$ cat src/hw/kklbl_map.vh
// Constants for the keyboard key-code encoder and LED display interpreter.
// Operation
// - Every pad or device control key code goes out behind a 0x16 prefix byte.
// - Pad ENTER always sends 0x0D; CTRL never changes any pad code.
// - Pad digits send 0x30 upward alone, shifted symbols with SHIFT; minus, period, comma alike.
// - Device control keys send lowercase alone, uppercase shifted, control code with CTRL.
// - Shifted cursor-up acts as scroll-up, shifted cursor-down as scroll-down.
// - Display accepts printable characters and space; lowercase is shown as uppercase.
// - Control-E makes the keyboard answer K, B, three version characters, then D.
// - Control-G sounds the bell; unrecognised characters are dropped without effect.
// - Line mode fills left to right, left-justified, up to 96 characters.
// - Backspace shifts the line left, delete drops the last character, line mode only.
// - After a carriage return the next valid character clears the line and starts it.
// - Label command is 0x16, parameter byte, up to eight characters, carriage return.
// - Parameter low nibble picks the label; 0 to 11 sit over F1 to F12.
// - Blink flag set makes the chosen label blink; clear makes it steady.
// - A label command with no characters changes only the blink state.
// - Justify flag set places text left, space-filled; clear centres it.
// - Parameter 0x05 gives a steady centred label at location 5, over F6.
// - Parameter 0x3B gives a blinking left-justified label at location 11, over F12.
`ifndef KKLBL_MAP_VH
`define KKLBL_MAP_VH

// ----------------------------------------------------------------------------
// Character codes
// ----------------------------------------------------------------------------
`define KKLBL_PREFIX 8'h16
`define KKLBL_CR 8'h0D
`define KKLBL_ENQ 8'h05
`define KKLBL_BEL 8'h07
`define KKLBL_BS 8'h08
`define KKLBL_DEL 8'h7F
`define KKLBL_SPACE 8'h20
`define KKLBL_PRINT_LAST 8'h5F
`define KKLBL_LOWER_FIRST 8'h61
`define KKLBL_LOWER_LAST 8'h7A
`define KKLBL_CASE_BIT 8'h20
`define KKLBL_CTRL_MASK 8'h1F
`define KKLBL_DIGIT_BASE 8'h30
`define KKLBL_CHAR_K 8'h4B
`define KKLBL_CHAR_B 8'h42
`define KKLBL_CHAR_D 8'h44

// ----------------------------------------------------------------------------
// Label parameter byte and display sizes
// ----------------------------------------------------------------------------
`define KKLBL_BLINK_BIT 5
`define KKLBL_JUST_BIT 4
`define KKLBL_LAST_LABEL 4'hB
`define KKLBL_LABELS 12
`define KKLBL_LINE_CHARS 96
`define KKLBL_LABEL_CHARS 8
`define KKLBL_LABEL_SLOTS 4'h8

// ----------------------------------------------------------------------------
// Key numbering on the key input
// ----------------------------------------------------------------------------
`define KKLBL_KEY_DIGIT_LAST 5'h09
`define KKLBL_KEY_PERIOD 5'h0A
`define KKLBL_KEY_COMMA 5'h0B
`define KKLBL_KEY_MINUS 5'h0C
`define KKLBL_KEY_ENTER 5'h0D
`define KKLBL_KEY_DEV_LAST 5'h17
`define KKLBL_KEY_CURSOR_UP 5'h16
`define KKLBL_KEY_CURSOR_DOWN 5'h17

// ----------------------------------------------------------------------------
// Transmit sequencing
// ----------------------------------------------------------------------------
`define KKLBL_KEY_LEN 3'h2
`define KKLBL_REPLY_LEN 3'h6

`endif

$ cat src/hw/kklbl_top.v
// Keyboard key-code encoder and LED line and label display interpreter.
`include "kklbl_map.vh"
`default_nettype none

module kklbl_top #(
	// Arbitrary version characters sent in the identify reply.
	parameter [23:0] VERSION = 24'h313030
) (
	input wire REF_CLK_I,
	input wire RESETN_I,
	input wire KEY_VALID_I,
	input wire [4:0] KEY_CODE_I,
	input wire KEY_SHIFT_I,
	input wire KEY_CTRL_I,
	output wire KEY_READY_O,
	output wire TX_VALID_O,
	output reg [7:0] TX_DATA_O,
	input wire TX_READY_I,
	input wire RX_VALID_I,
	input wire [7:0] RX_DATA_I,
	output wire BELL_O,
	output wire LINE_MODE_O,
	output wire [6:0] LINE_LEN_O,
	input wire [6:0] DISP_ADDR_I,
	output reg [7:0] DISP_CHAR_O,
	input wire [3:0] LBL_SEL_I,
	input wire [2:0] LBL_POS_I,
	output reg [7:0] LBL_CHAR_O,
	output wire [11:0] LBL_BLINK_O
);

	// ------------------------------------------------------------------------
	// Functions
	// ------------------------------------------------------------------------
	// Key number 0-9 digits, 10 period, 11 comma, 12 minus, 13 ENTER,
	// 14-23 device control keys n o p q r s w x y z. Bit 8 flags a known key.
	function [8:0] key_encode;
		input [4:0] key;
		input shift;
		input ctrl;
		reg [7:0] base;
		begin
			base = 8'h00;
			key_encode = 9'h000;
			if (key <= `KKLBL_KEY_DIGIT_LAST) begin
				if (!shift) begin
					key_encode = {1'b1, `KKLBL_DIGIT_BASE + {3'h0, key}};
				end else begin
					case (key)
						5'h00: key_encode = 9'h129;
						5'h01: key_encode = 9'h121;
						5'h02: key_encode = 9'h140;
						5'h03: key_encode = 9'h123;
						5'h04: key_encode = 9'h124;
						5'h05: key_encode = 9'h125;
						5'h06: key_encode = 9'h15E;
						5'h07: key_encode = 9'h126;
						5'h08: key_encode = 9'h12A;
						default: key_encode = 9'h128;
					endcase
				end
			end else if (key == `KKLBL_KEY_PERIOD) begin
				key_encode = shift ? 9'h13E : 9'h12E;
			end else if (key == `KKLBL_KEY_COMMA) begin
				key_encode = shift ? 9'h13C : 9'h12C;
			end else if (key == `KKLBL_KEY_MINUS) begin
				key_encode = shift ? 9'h15F : 9'h12D;
			end else if (key == `KKLBL_KEY_ENTER) begin
				key_encode = {1'b1, `KKLBL_CR};
			end else if (key <= `KKLBL_KEY_DEV_LAST) begin
				case (key)
					5'h0E: base = 8'h6E;
					5'h0F: base = 8'h6F;
					5'h10: base = 8'h70;
					5'h11: base = 8'h71;
					5'h12: base = 8'h72;
					5'h13: base = 8'h73;
					5'h14: base = 8'h77;
					5'h15: base = 8'h78;
					5'h16: base = 8'h79;
					default: base = 8'h7A;
				endcase
				// Shifted cursor keys yield the scroll codes through the same path.
				if (ctrl) begin
					key_encode = {1'b1, base & `KKLBL_CTRL_MASK};
				end else if (shift) begin
					key_encode = {1'b1, base & ~`KKLBL_CASE_BIT};
				end else begin
					key_encode = {1'b1, base};
				end
			end
		end
	endfunction

	// Bit 8 flags a displayable character; lowercase is folded to uppercase.
	function [8:0] disp_char;
		input [7:0] c;
		begin
			if (c >= `KKLBL_SPACE && c <= `KKLBL_PRINT_LAST) begin
				disp_char = {1'b1, c};
			end else if (c >= `KKLBL_LOWER_FIRST && c <= `KKLBL_LOWER_LAST) begin
				disp_char = {1'b1, c & ~`KKLBL_CASE_BIT};
			end else begin
				disp_char = 9'h000;
			end
		end
	endfunction

	// Spaces left of a centred label; odd slack puts the extra space on the right.
	function [3:0] centre_pad;
		input [3:0] n;
		begin
			centre_pad = (`KKLBL_LABEL_SLOTS - n) >> 1;
		end
	endfunction

	// ------------------------------------------------------------------------
	// Receive parser states
	// ------------------------------------------------------------------------
	localparam [2:0] ST_TEXT = 3'b001;
	localparam [2:0] ST_PARAM = 3'b010;
	localparam [2:0] ST_LABEL = 3'b100;

	reg [2:0] state_ff;
	reg [7:0] line_ff [0:`KKLBL_LINE_CHARS-1];
	reg [7:0] lbl_ff [0:`KKLBL_LABELS*`KKLBL_LABEL_CHARS-1];
	reg [7:0] tmp_ff [0:`KKLBL_LABEL_CHARS-1];
	reg [6:0] len_ff;
	reg done_ff;
	reg mode_line_ff;
	reg bell_ff;
	reg [7:0] param_ff;
	reg [3:0] cnt_ff;
	reg [11:0] blink_ff;
	reg reply_pend_ff;
	reg [7:0] tx_buf_ff [1:`KKLBL_REPLY_LEN-1];
	reg [2:0] tx_len_ff;
	reg [2:0] tx_idx_ff;
	reg tx_busy_ff;
	reg key_ready_ff;

	wire [8:0] rx_disp = disp_char(RX_DATA_I);
	wire [8:0] key_word = key_encode(KEY_CODE_I, KEY_SHIFT_I, KEY_CTRL_I);
	// Control-E and control-G act only between commands; inside a label they are ignored.
	wire rx_enq = RX_VALID_I && state_ff == ST_TEXT && RX_DATA_I == `KKLBL_ENQ;
	wire rx_bel = RX_VALID_I && state_ff == ST_TEXT && RX_DATA_I == `KKLBL_BEL;
	wire key_take = KEY_VALID_I && key_ready_ff && key_word[8];
	wire tx_last = tx_idx_ff == tx_len_ff - 3'h1;
	wire [3:0] loc = param_ff[3:0];
	wire [3:0] pad = centre_pad(cnt_ff);
	reg nxt_busy;
	reg nxt_pend;
	integer i;
	integer j;

	assign KEY_READY_O = key_ready_ff;
	assign TX_VALID_O = tx_busy_ff;
	assign BELL_O = bell_ff;
	assign LINE_MODE_O = mode_line_ff;
	assign LINE_LEN_O = len_ff;
	assign LBL_BLINK_O = blink_ff;

	// ------------------------------------------------------------------------
	// Receive interpreter
	// ------------------------------------------------------------------------
	// The whole line and label store is flip-flops so that a clear or a shift
	// finishes in one cycle; the receiver never has to stall the host.
	always @(posedge REF_CLK_I or negedge RESETN_I) begin
		if (!RESETN_I) begin
			state_ff <= ST_TEXT;
			len_ff <= 7'h00;
			done_ff <= 1'b0;
			mode_line_ff <= 1'b1;
			param_ff <= 8'h00;
			cnt_ff <= 4'h0;
			blink_ff <= 12'h000;
			for (i = 0; i < `KKLBL_LINE_CHARS; i = i + 1) begin
				line_ff[i] <= `KKLBL_SPACE;
			end
			for (i = 0; i < `KKLBL_LABELS * `KKLBL_LABEL_CHARS; i = i + 1) begin
				lbl_ff[i] <= `KKLBL_SPACE;
			end
			for (i = 0; i < `KKLBL_LABEL_CHARS; i = i + 1) begin
				tmp_ff[i] <= `KKLBL_SPACE;
			end
		end else begin
			if (RX_VALID_I) begin
				case (state_ff)
					ST_TEXT: begin
						if (RX_DATA_I == `KKLBL_PREFIX) begin
							state_ff <= ST_PARAM;
						end else if (RX_DATA_I == `KKLBL_CR) begin
							// The line stays on show until the next valid character arrives.
							done_ff <= 1'b1;
						end else if (RX_DATA_I == `KKLBL_BS && mode_line_ff) begin
							for (i = 0; i < `KKLBL_LINE_CHARS - 1; i = i + 1) begin
								line_ff[i] <= line_ff[i+1];
							end
							line_ff[`KKLBL_LINE_CHARS-1] <= `KKLBL_SPACE;
							if (len_ff != 7'h00) begin
								len_ff <= len_ff - 7'h01;
							end
						end else if (RX_DATA_I == `KKLBL_DEL && mode_line_ff) begin
							if (len_ff != 7'h00) begin
								line_ff[len_ff-7'h01] <= `KKLBL_SPACE;
								len_ff <= len_ff - 7'h01;
							end
						end else if (rx_disp[8]) begin
							mode_line_ff <= 1'b1;
							if (done_ff || !mode_line_ff) begin
								for (i = 1; i < `KKLBL_LINE_CHARS; i = i + 1) begin
									line_ff[i] <= `KKLBL_SPACE;
								end
								line_ff[0] <= rx_disp[7:0];
								len_ff <= 7'h01;
								done_ff <= 1'b0;
							end else if (len_ff < `KKLBL_LINE_CHARS) begin
								line_ff[len_ff] <= rx_disp[7:0];
								len_ff <= len_ff + 7'h01;
							end
							// A full line drops further text until a return, a backspace or a delete.
						end
					end
					ST_PARAM: begin
						param_ff <= RX_DATA_I;
						cnt_ff <= 4'h0;
						state_ff <= ST_LABEL;
					end
					ST_LABEL: begin
						if (RX_DATA_I == `KKLBL_CR) begin
							state_ff <= ST_TEXT;
							mode_line_ff <= 1'b0;
							// Labels beyond the last location are parsed to the return and dropped.
							if (loc <= `KKLBL_LAST_LABEL) begin
								blink_ff[loc] <= param_ff[`KKLBL_BLINK_BIT];
								if (cnt_ff != 4'h0) begin
									for (i = 0; i < `KKLBL_LABEL_CHARS; i = i + 1) begin
										if (param_ff[`KKLBL_JUST_BIT]) begin
											lbl_ff[loc*`KKLBL_LABEL_CHARS+i] <= (i < cnt_ff) ?
												tmp_ff[i] : `KKLBL_SPACE;
										end else begin
											lbl_ff[loc*`KKLBL_LABEL_CHARS+i] <= (i >= pad && i < pad + cnt_ff) ?
												tmp_ff[i-pad] : `KKLBL_SPACE;
										end
									end
								end
							end
						end else if (rx_disp[8] && cnt_ff < `KKLBL_LABEL_CHARS) begin
							tmp_ff[cnt_ff[2:0]] <= rx_disp[7:0];
							cnt_ff <= cnt_ff + 4'h1;
						end
					end
					default: begin
						state_ff <= ST_TEXT;
					end
				endcase
			end
		end
	end

	// ------------------------------------------------------------------------
	// Display read ports
	// ------------------------------------------------------------------------
	// Reads are registered so that both display outputs come straight from flip-flops.
	always @(posedge REF_CLK_I or negedge RESETN_I) begin
		if (!RESETN_I) begin
			DISP_CHAR_O <= `KKLBL_SPACE;
		end else begin
			DISP_CHAR_O <= (DISP_ADDR_I < `KKLBL_LINE_CHARS) ? line_ff[DISP_ADDR_I] : `KKLBL_SPACE;
		end
	end

	always @(posedge REF_CLK_I or negedge RESETN_I) begin
		if (!RESETN_I) begin
			LBL_CHAR_O <= `KKLBL_SPACE;
		end else begin
			LBL_CHAR_O <= (LBL_SEL_I <= `KKLBL_LAST_LABEL) ? lbl_ff[{LBL_SEL_I, LBL_POS_I}] : `KKLBL_SPACE;
		end
	end

	// ------------------------------------------------------------------------
	// Bell pulse
	// ------------------------------------------------------------------------
	// The bell is a one-cycle pulse; the sounder has to stretch it to be heard.
	always @(posedge REF_CLK_I or negedge RESETN_I) begin
		if (!RESETN_I) begin
			bell_ff <= 1'b0;
		end else begin
			bell_ff <= rx_bel;
		end
	end

	// ------------------------------------------------------------------------
	// Transmit sequencer
	// ------------------------------------------------------------------------
	// A pending version reply holds off new key codes; a key taken in the same cycle as the control-E goes out first.
	// A byte moves on only at a handshake edge, so a stalled host sees it stand.
	always @* begin
		nxt_busy = tx_busy_ff ? !(TX_READY_I && tx_last) : (reply_pend_ff || key_take);
		nxt_pend = rx_enq || (reply_pend_ff && tx_busy_ff);
	end

	always @(posedge REF_CLK_I or negedge RESETN_I) begin
		if (!RESETN_I) begin
			reply_pend_ff <= 1'b0;
			tx_busy_ff <= 1'b0;
			tx_len_ff <= 3'h0;
			tx_idx_ff <= 3'h0;
			key_ready_ff <= 1'b0;
			TX_DATA_O <= 8'h00;
			for (j = 1; j < `KKLBL_REPLY_LEN; j = j + 1) begin
				tx_buf_ff[j] <= 8'h00;
			end
		end else begin
			reply_pend_ff <= nxt_pend;
			key_ready_ff <= !nxt_busy && !nxt_pend;
			tx_busy_ff <= nxt_busy;
			if (tx_busy_ff) begin
				if (TX_READY_I && !tx_last) begin
					tx_idx_ff <= tx_idx_ff + 3'h1;
					TX_DATA_O <= tx_buf_ff[tx_idx_ff+3'h1];
				end
			end else if (reply_pend_ff) begin
				// Slot 0 is not stored: a message's first byte goes straight to the output.
				tx_buf_ff[1] <= `KKLBL_CHAR_B;
				tx_buf_ff[2] <= VERSION[23:16];
				tx_buf_ff[3] <= VERSION[15:8];
				tx_buf_ff[4] <= VERSION[7:0];
				tx_buf_ff[5] <= `KKLBL_CHAR_D;
				tx_len_ff <= `KKLBL_REPLY_LEN;
				tx_idx_ff <= 3'h0;
				TX_DATA_O <= `KKLBL_CHAR_K;
			end else if (key_take) begin
				tx_buf_ff[1] <= key_word[7:0];
				tx_len_ff <= `KKLBL_KEY_LEN;
				tx_idx_ff <= 3'h0;
				TX_DATA_O <= `KKLBL_PREFIX;
			end
		end
	end

endmodule

`default_nettype wire

$ cat config.mk
export PLATFORM = sky130hd
export DESIGN_NAME = kklbl_top
export DESIGN_NICKNAME = d
export VERILOG_FILES = /design/src/hw/kklbl_top.v
export VERILOG_INCLUDE_DIRS = /design/src /design/src/hw
export SDC_FILE = /design/constraint.sdc
export NUM_CORES = 2
export LEC_CHECK = 0
export BUFFER_PORTS_ARGS = -buffer_cell sky130_fd_sc_hd__buf_2
export CAP_MARGIN = 40
export CORE_UTILIZATION = 45
export DETAILED_ROUTE_END_ITERATION = 10
export HOLD_SLACK_MARGIN = 0.12
export PLACE_DENSITY = 0.68
export SLEW_MARGIN = 25
export SYNTH_ARGS = -nofsm -noshare
export SYNTH_HDL_FRONTEND = slang
export SYNTH_SLANG_ARGS = --single-unit
$ cat constraint.sdc
create_clock -name REF_CLK_I -period 6.3 [get_ports REF_CLK_I]
set_input_delay 0.63 -clock REF_CLK_I [delete_from_list [all_inputs] [get_ports REF_CLK_I]]
set_output_delay 0.63 -clock REF_CLK_I [all_outputs]
set_load 0.005 [all_outputs]
* Yosys cells after proc, flatten, opt, wreduce, memory -nomap -nowiden
Memory sizes are Yosys's and may differ from the RTL's. Cells that the tools add are included. Widths: inputs -> output; s select.
Storage, ports and cells: register bits 1678, bits in latches 0, bits in writable memories 0, bits in read-only memories 272, input port bits 34, output and inout port bits 47, word-level logic and storage cells 629, memories 2
Cells by class: add/sub/neg operators 23, multipliers 0, div/mod/pow operators 0, magnitude comparators 70, equal/unequal tests 27, shift-type cells 0, muxes and demuxes 195, bitwise operators 28, reduce and logical (&&, ||, !) cells 65
Memories:
- (no name shown) | words 32, width 5, read ports 1, clocked after Yosys merged registers in 0, write ports 0, line kklbl_top.v:71 | case (key)
- (no name shown) | words 16, width 7, read ports 1, clocked after Yosys merged registers in 0, write ports 0, line kklbl_top.v:49 | case (key)
Operators with widths (number):
- $mux 768 | 49
- $bwmux 768 | 17
- $and 672x672->672 | 1
- $not 672->672 | 1
- $demux 8 s7 | 10
- $mux 8 | 58
- $ge 33x4->1 const B | 8
- $ge 33x8->1 const B | 8
- $lt 33x1->1 const B | 8
- $not 32->33 | 8
- $not 8->33 | 7
- $bmux 8 s3 | 9
- $bmux 8 s7 | 2
- $lt 3x32->1 const A | 3
- $or 96x96->96 | 1
- $mux 9 | 10
- $bwmux 64 | 1
- $lt 1x32->1 const A | 2
- $lt 2x32->1 const A | 2
- $mux 7 | 7
- $logic_and 1x1->1 | 34
- $not 7->33 | 1
- $add 7x3->8 const B | 4
- $ge 8x8->1 const B | 4
- 72 further kinds | 153

* Logic depth before layout (Yosys ltp)
word-level depth 58, depth in mapped cells 17, depth with buffers taken out 12

* Least setup slack after synthesis
No wires, ideal clock.
path kind reg2reg, from register cnt_ff[1], to register lbl_ff[104] (netlist name), library setup time 137 ps, arrival time 4228 ps, data required time 6163 ps, slack 1935 ps, stages on the path, launching flop included 16, buffers on the path 7, clock period less this slack 4365 ps, path through dfrtp_1 buf_2 inv_1 ha_1 xnor2_2 buf_2 ha_1 clkbuf_1 buf_2 buf_2 buf_2 mux4_2 mux2_2 a32oi_1 clkbuf_1 a21oi_1
Between the ends: cells in the longest elaborated chain, start to end 58, elaborated cells between the ends (all ways) 151, classes of those cells add/sub: 10; order compare: 24; mux: 99; bitwise: 8; reduce/logical: 10
Ends and longest elaborated chain:
- from (decl) | line kklbl_top.v:133 | reg [3:0] cnt_ff;
- from (signal assigned) | line kklbl_top.v:250 | cnt_ff <= cnt_ff + 4'h1;
- parallel branches: the longest is 58 deep, another holds $lt 1x32->1
- to (signal, indexed assignment) | line kklbl_top.v:181 | lbl_ff[i] <= `KKLBL_SPACE;
- to (signal, indexed assignment) | line kklbl_top.v:239 | lbl_ff[loc*`KKLBL_LABEL_CHARS+i] <= (i < cnt_ff) ?
- to (signal, indexed assignment) | line kklbl_top.v:242 | lbl_ff[loc*`KKLBL_LABEL_CHARS+i] <= (i >= pad && i < pad + cnt_ff) ?
- to (decl) | line kklbl_top.v:126 | reg [7:0] lbl_ff [0:`KKLBL_LABELS*`KKLBL_LABEL_CHARS-1];
Several ways; the timed one is not identified. The select of a mux whose other input is x is not followed. A chain may end at the register's enable or synchronous reset.

* Worst setup path in the final report
from register cnt_ff[1], to register lbl_ff[380] (netlist name)
The elaborated chain is that of the path after synthesis.

==> results.cfg <==
[worst_setup_path]
timing_worst_setup_path_type = flop to flop
critical_path.endpoint_type = flop
r2r_start = cnt_ff[1]
worst_setup_path_start_kind = flop
rr_worst_depth = 10
setup.reg_to_reg.worst_slack_ps = 1470
worst_r2r_endpoint = lbl_ff[380]
worst_ep_arrival_time_ps = 5530
critical_path_peak_fanout = 21
crit_required_ps = 7000

[worst_hold_path]
min_from = RX_DATA_I[4]
hold_path_end = param_ff[4]
worstHoldPathCells = 3
holdCritPathClass = primary input to flop

[cts]
worstSkewPairLatency_ps = 860
cts-htree-levels = 4
cts_resized = 0
cts_tree = built
cts-hold-fix-buffers = 3
cts_root_buf = sky130_fd_sc_hd__clkbuf_16
cts_setup_buffers = 0
clock_sink_count = 1674
cts.clk_slew.worst_paths_ps = 60
cts_buffer_depth = 3
cts_made_buffers = 181

[yosys]
yosys.area.top_type_share_pct = 42.7
synth.lib_cells_used.distinct = 105
ys_seq_area_share_pct = 48.9
syn_avg_cell_area_um2 = 10.5
combined_area_of_all_synthesized_cells_um2 = 86100
ys.flop_type = sky130_fd_sc_hd__dfrtp_1
synth-seq-cells = 1674
synth-edff-count = 0
ys_warn_count = 0
synthArstFlopShare_pct = 100
post_synth_inst_count = 8237
synth_top_cells_by_area = sky130_fd_sc_hd__dfrtp_1 (43%), sky130_fd_sc_hd__mux4_2 (12%), sky130_fd_sc_hd__dfstp_2 (6.2%), sky130_fd_sc_hd__a22o_1 (5.0%), sky130_fd_sc_hd__a21oi_1 (4.4%)
synth_top_cell_by_area = sky130_fd_sc_hd__dfrtp_1
syn_nets = 8294

[timing]
tmin_final_ps = 4830
rsz0062_at_grt = no
timing.final.hold_violations = 0
maxSlewHeadroom_pct = 31.6
fin_crit_sh_pct = 76.6
finalMaxSlewViolations = 0
worstMarginPinSlew_ps = 1030
finalSetupTns_ps = 0
setup_viol_count_final = 0
maximum_clock_rate_ghz = 0.207
skew_ps = 54.7

[routing]
routed_wire_length_mm = 313
routed_wire_length_per_instance_um = 29.2
detail_route.first_pass.iterations = 9
ant_nets = 0
dr_total_vias = 72839
drt-vias-per-instance = 6.78
route.detailed.drc = 0
drt_first_iter_violations = 9637

[floorplan]
floorplan.die_area_um2 = 193000
starting_utilization_of_the_core_area_pct = 45.3
num_rows = 160
io_pins = 81
core_area_um2 = 190000
dieWidth_um = 439
die_h_um = 439

[power]
powerDensity_nw_per_um2 = 288
leakage_nw = 40.4
ir_worst_vdd_uv = 272
total_power_w = 0.0278

[place]
replace_congestion = 1.02
placement.io_buffers = 79
place_hpwl_mm = 204

[cells_and_area]
num-nets-final = 8127
multiInputGateArea_um2 = 40900
drive_gt1_share_pct = 18.8
post-route-util_pct = 50.8
areaGrowthSynthToFinish_pct = 12.1
nFillCells = 16736
seq_area_um2 = 42100

[global_routing]
grt_pass1_wl_mm = 470
grt_max_degree = 212
overflow = 0
vias_in_the_first_global_route = 71489
grt_usage_pct = 32.2
grt_antenna_before_repair = 22

[job]
cap_viol_max_count = 0

[status]
status = completed
synth_stat cells (17+ instances only):
cell type	count
sky130_fd_sc_hd__nor2b_1	38
sky130_fd_sc_hd__o21ai_0	753
sky130_fd_sc_hd__a21o_1	23
sky130_fd_sc_hd__o22ai_1	101
sky130_fd_sc_hd__a221o_1	41
sky130_fd_sc_hd__mux2_2	91
sky130_fd_sc_hd__nor3_1	116
sky130_fd_sc_hd__mux4_2	445
sky130_fd_sc_hd__nand3_1	125
sky130_fd_sc_hd__dfstp_2	204
sky130_fd_sc_hd__a22o_1	490
sky130_fd_sc_hd__dfrtp_1	1470
sky130_fd_sc_hd__o221ai_1	17
sky130_fd_sc_hd__a31oi_1	55
sky130_fd_sc_hd__mux2i_1	106
sky130_fd_sc_hd__nor2_1	809
sky130_fd_sc_hd__nand2_1	912
sky130_fd_sc_hd__nand4_1	17
sky130_fd_sc_hd__clkbuf_1	511
sky130_fd_sc_hd__a32oi_1	52
sky130_fd_sc_hd__o211ai_1	25
sky130_fd_sc_hd__buf_1	76
sky130_fd_sc_hd__ha_1	23
sky130_fd_sc_hd__buf_2	128
sky130_fd_sc_hd__a22oi_1	181
sky130_fd_sc_hd__o21ai_1	28
sky130_fd_sc_hd__inv_1	122
sky130_fd_sc_hd__nand2b_1	33
sky130_fd_sc_hd__a21oi_1	754
sky130_fd_sc_hd__o2bb2ai_1	190
state kept, by name, indices dropped and copies added (netlist names), 2 cells and up:
register / cells
DISP_CHAR_O: 8
LBL_BLINK_O: 12
LBL_CHAR_O: 8
LINE_LEN_O: 7
TX_DATA_O: 7
cnt_ff: 4
lbl_ff: 768
line_ff: 768
param_ff: 6
state_ff: 3
tmp_ff: 64
tx_buf_ff: 8
tx_idx_ff: 3
tx_len_ff: 2
metal layers:
layer	wire (um)	global-route usage, %	up-vias
li1	-	-	30340
met1	116000	41.4	36484
met2	140000	48.0	4801
met3	36300	9.18	1198
met4	21700	19.9	16
met5	179	0.223	-
worst max-delay path by stage:
| stage | startpoint | endpoint | slack, ps |
|---|---|---|---|
| floorplan | cnt_ff[1] | lbl_ff[104] | 1930 |
| global placement | cnt_ff[1] | lbl_ff[316] | 1640 |
| detailed placement | cnt_ff[1] | lbl_ff[380] | 1440 |
| CTS | cnt_ff[1] | lbl_ff[380] | 1490 |
| global route | cnt_ff[1] | lbl_ff[380] | 1210 |
| finish | cnt_ff[1] | lbl_ff[380] | 1470 |
cell type report:
type	instances	share of cell area [%]
flip-flops and latches	1674	43.7
multi-input cells	5706	42.4
clock buffers	263	5.44
repair buffers	380	3.64
well taps	2511	3.25
clock inverters	76	1.07
inverters	127	0.494
diodes	12	0.0311
cell families (layout without fill, tap and decap cells):
| group | after synthesis | after routing | synth area share, % |
|---|---|---|---|
| buf+inv | 857 | 846 | 4.00 |
| fa+ha+maj | 23 | 23 | 0.334 |
| xor+xnor | 11 | 11 | 0.121 |
| other cells | 1 | 13 | 0.00435 |
| compound gates | 2865 | 2865 | 21.9 |
| simple gates | 2164 | 2164 | 10.6 |
| mux | 642 | 642 | 14.1 |
| flops | 1674 | 1674 | 48.9 |
placed cells by master (no fill, tap or decap), drive strengths merged, types with 131 or more instances in the layout:
cell type and instances:
nand2 913, inv 131, clkbuf 268, a22oi 181, o21ai 782, o2bb2ai 190
nor2 812, a21oi 755, buf 372, dfrtp 1470, dfstp 204, a22o 490
mux4 445
metrics by stage:
step / instance area, um2 / hold slack, ps / instances / setup slack, ps
after detailed placement: 89800 / 459 / 10370 / 1440
after global routing: 96500 / 178 / 10743 / 1210
after CTS: 96100 / 134 / 10712 / 1490
after floorplan: 86100 / 334 / 8237 / 1930
after global placement: 89000 / 451 / 10311 / 1640
final: 96500 / 190 / 10749 / 1470
power by group:
group | internal [W] | switching, W | total [W]
sequential | 0.0111 | 0.000315 | 0.0114
clock | 0.00646 | 0.00476 | 0.0112
combinational | 0.00157 | 0.00356 | 0.00513
total | 0.0192 | 0.00864 | 0.0278
worst max-delay path: stages, from the launching register on:
cell	delay (ps)
sky130_fd_sc_hd__dfrtp_1	600
sky130_fd_sc_hd__inv_1	250
sky130_fd_sc_hd__ha_4	250
sky130_fd_sc_hd__xnor2_4	630
sky130_fd_sc_hd__inv_2	470
sky130_fd_sc_hd__ha_1	360
sky130_fd_sc_hd__inv_1	60
sky130_fd_sc_hd__ha_1	690
sky130_fd_sc_hd__mux2_2	460
sky130_fd_sc_hd__a32oi_1	670
sky130_fd_sc_hd__o21ai_0	230
Power figures use the tool's default switching activity.
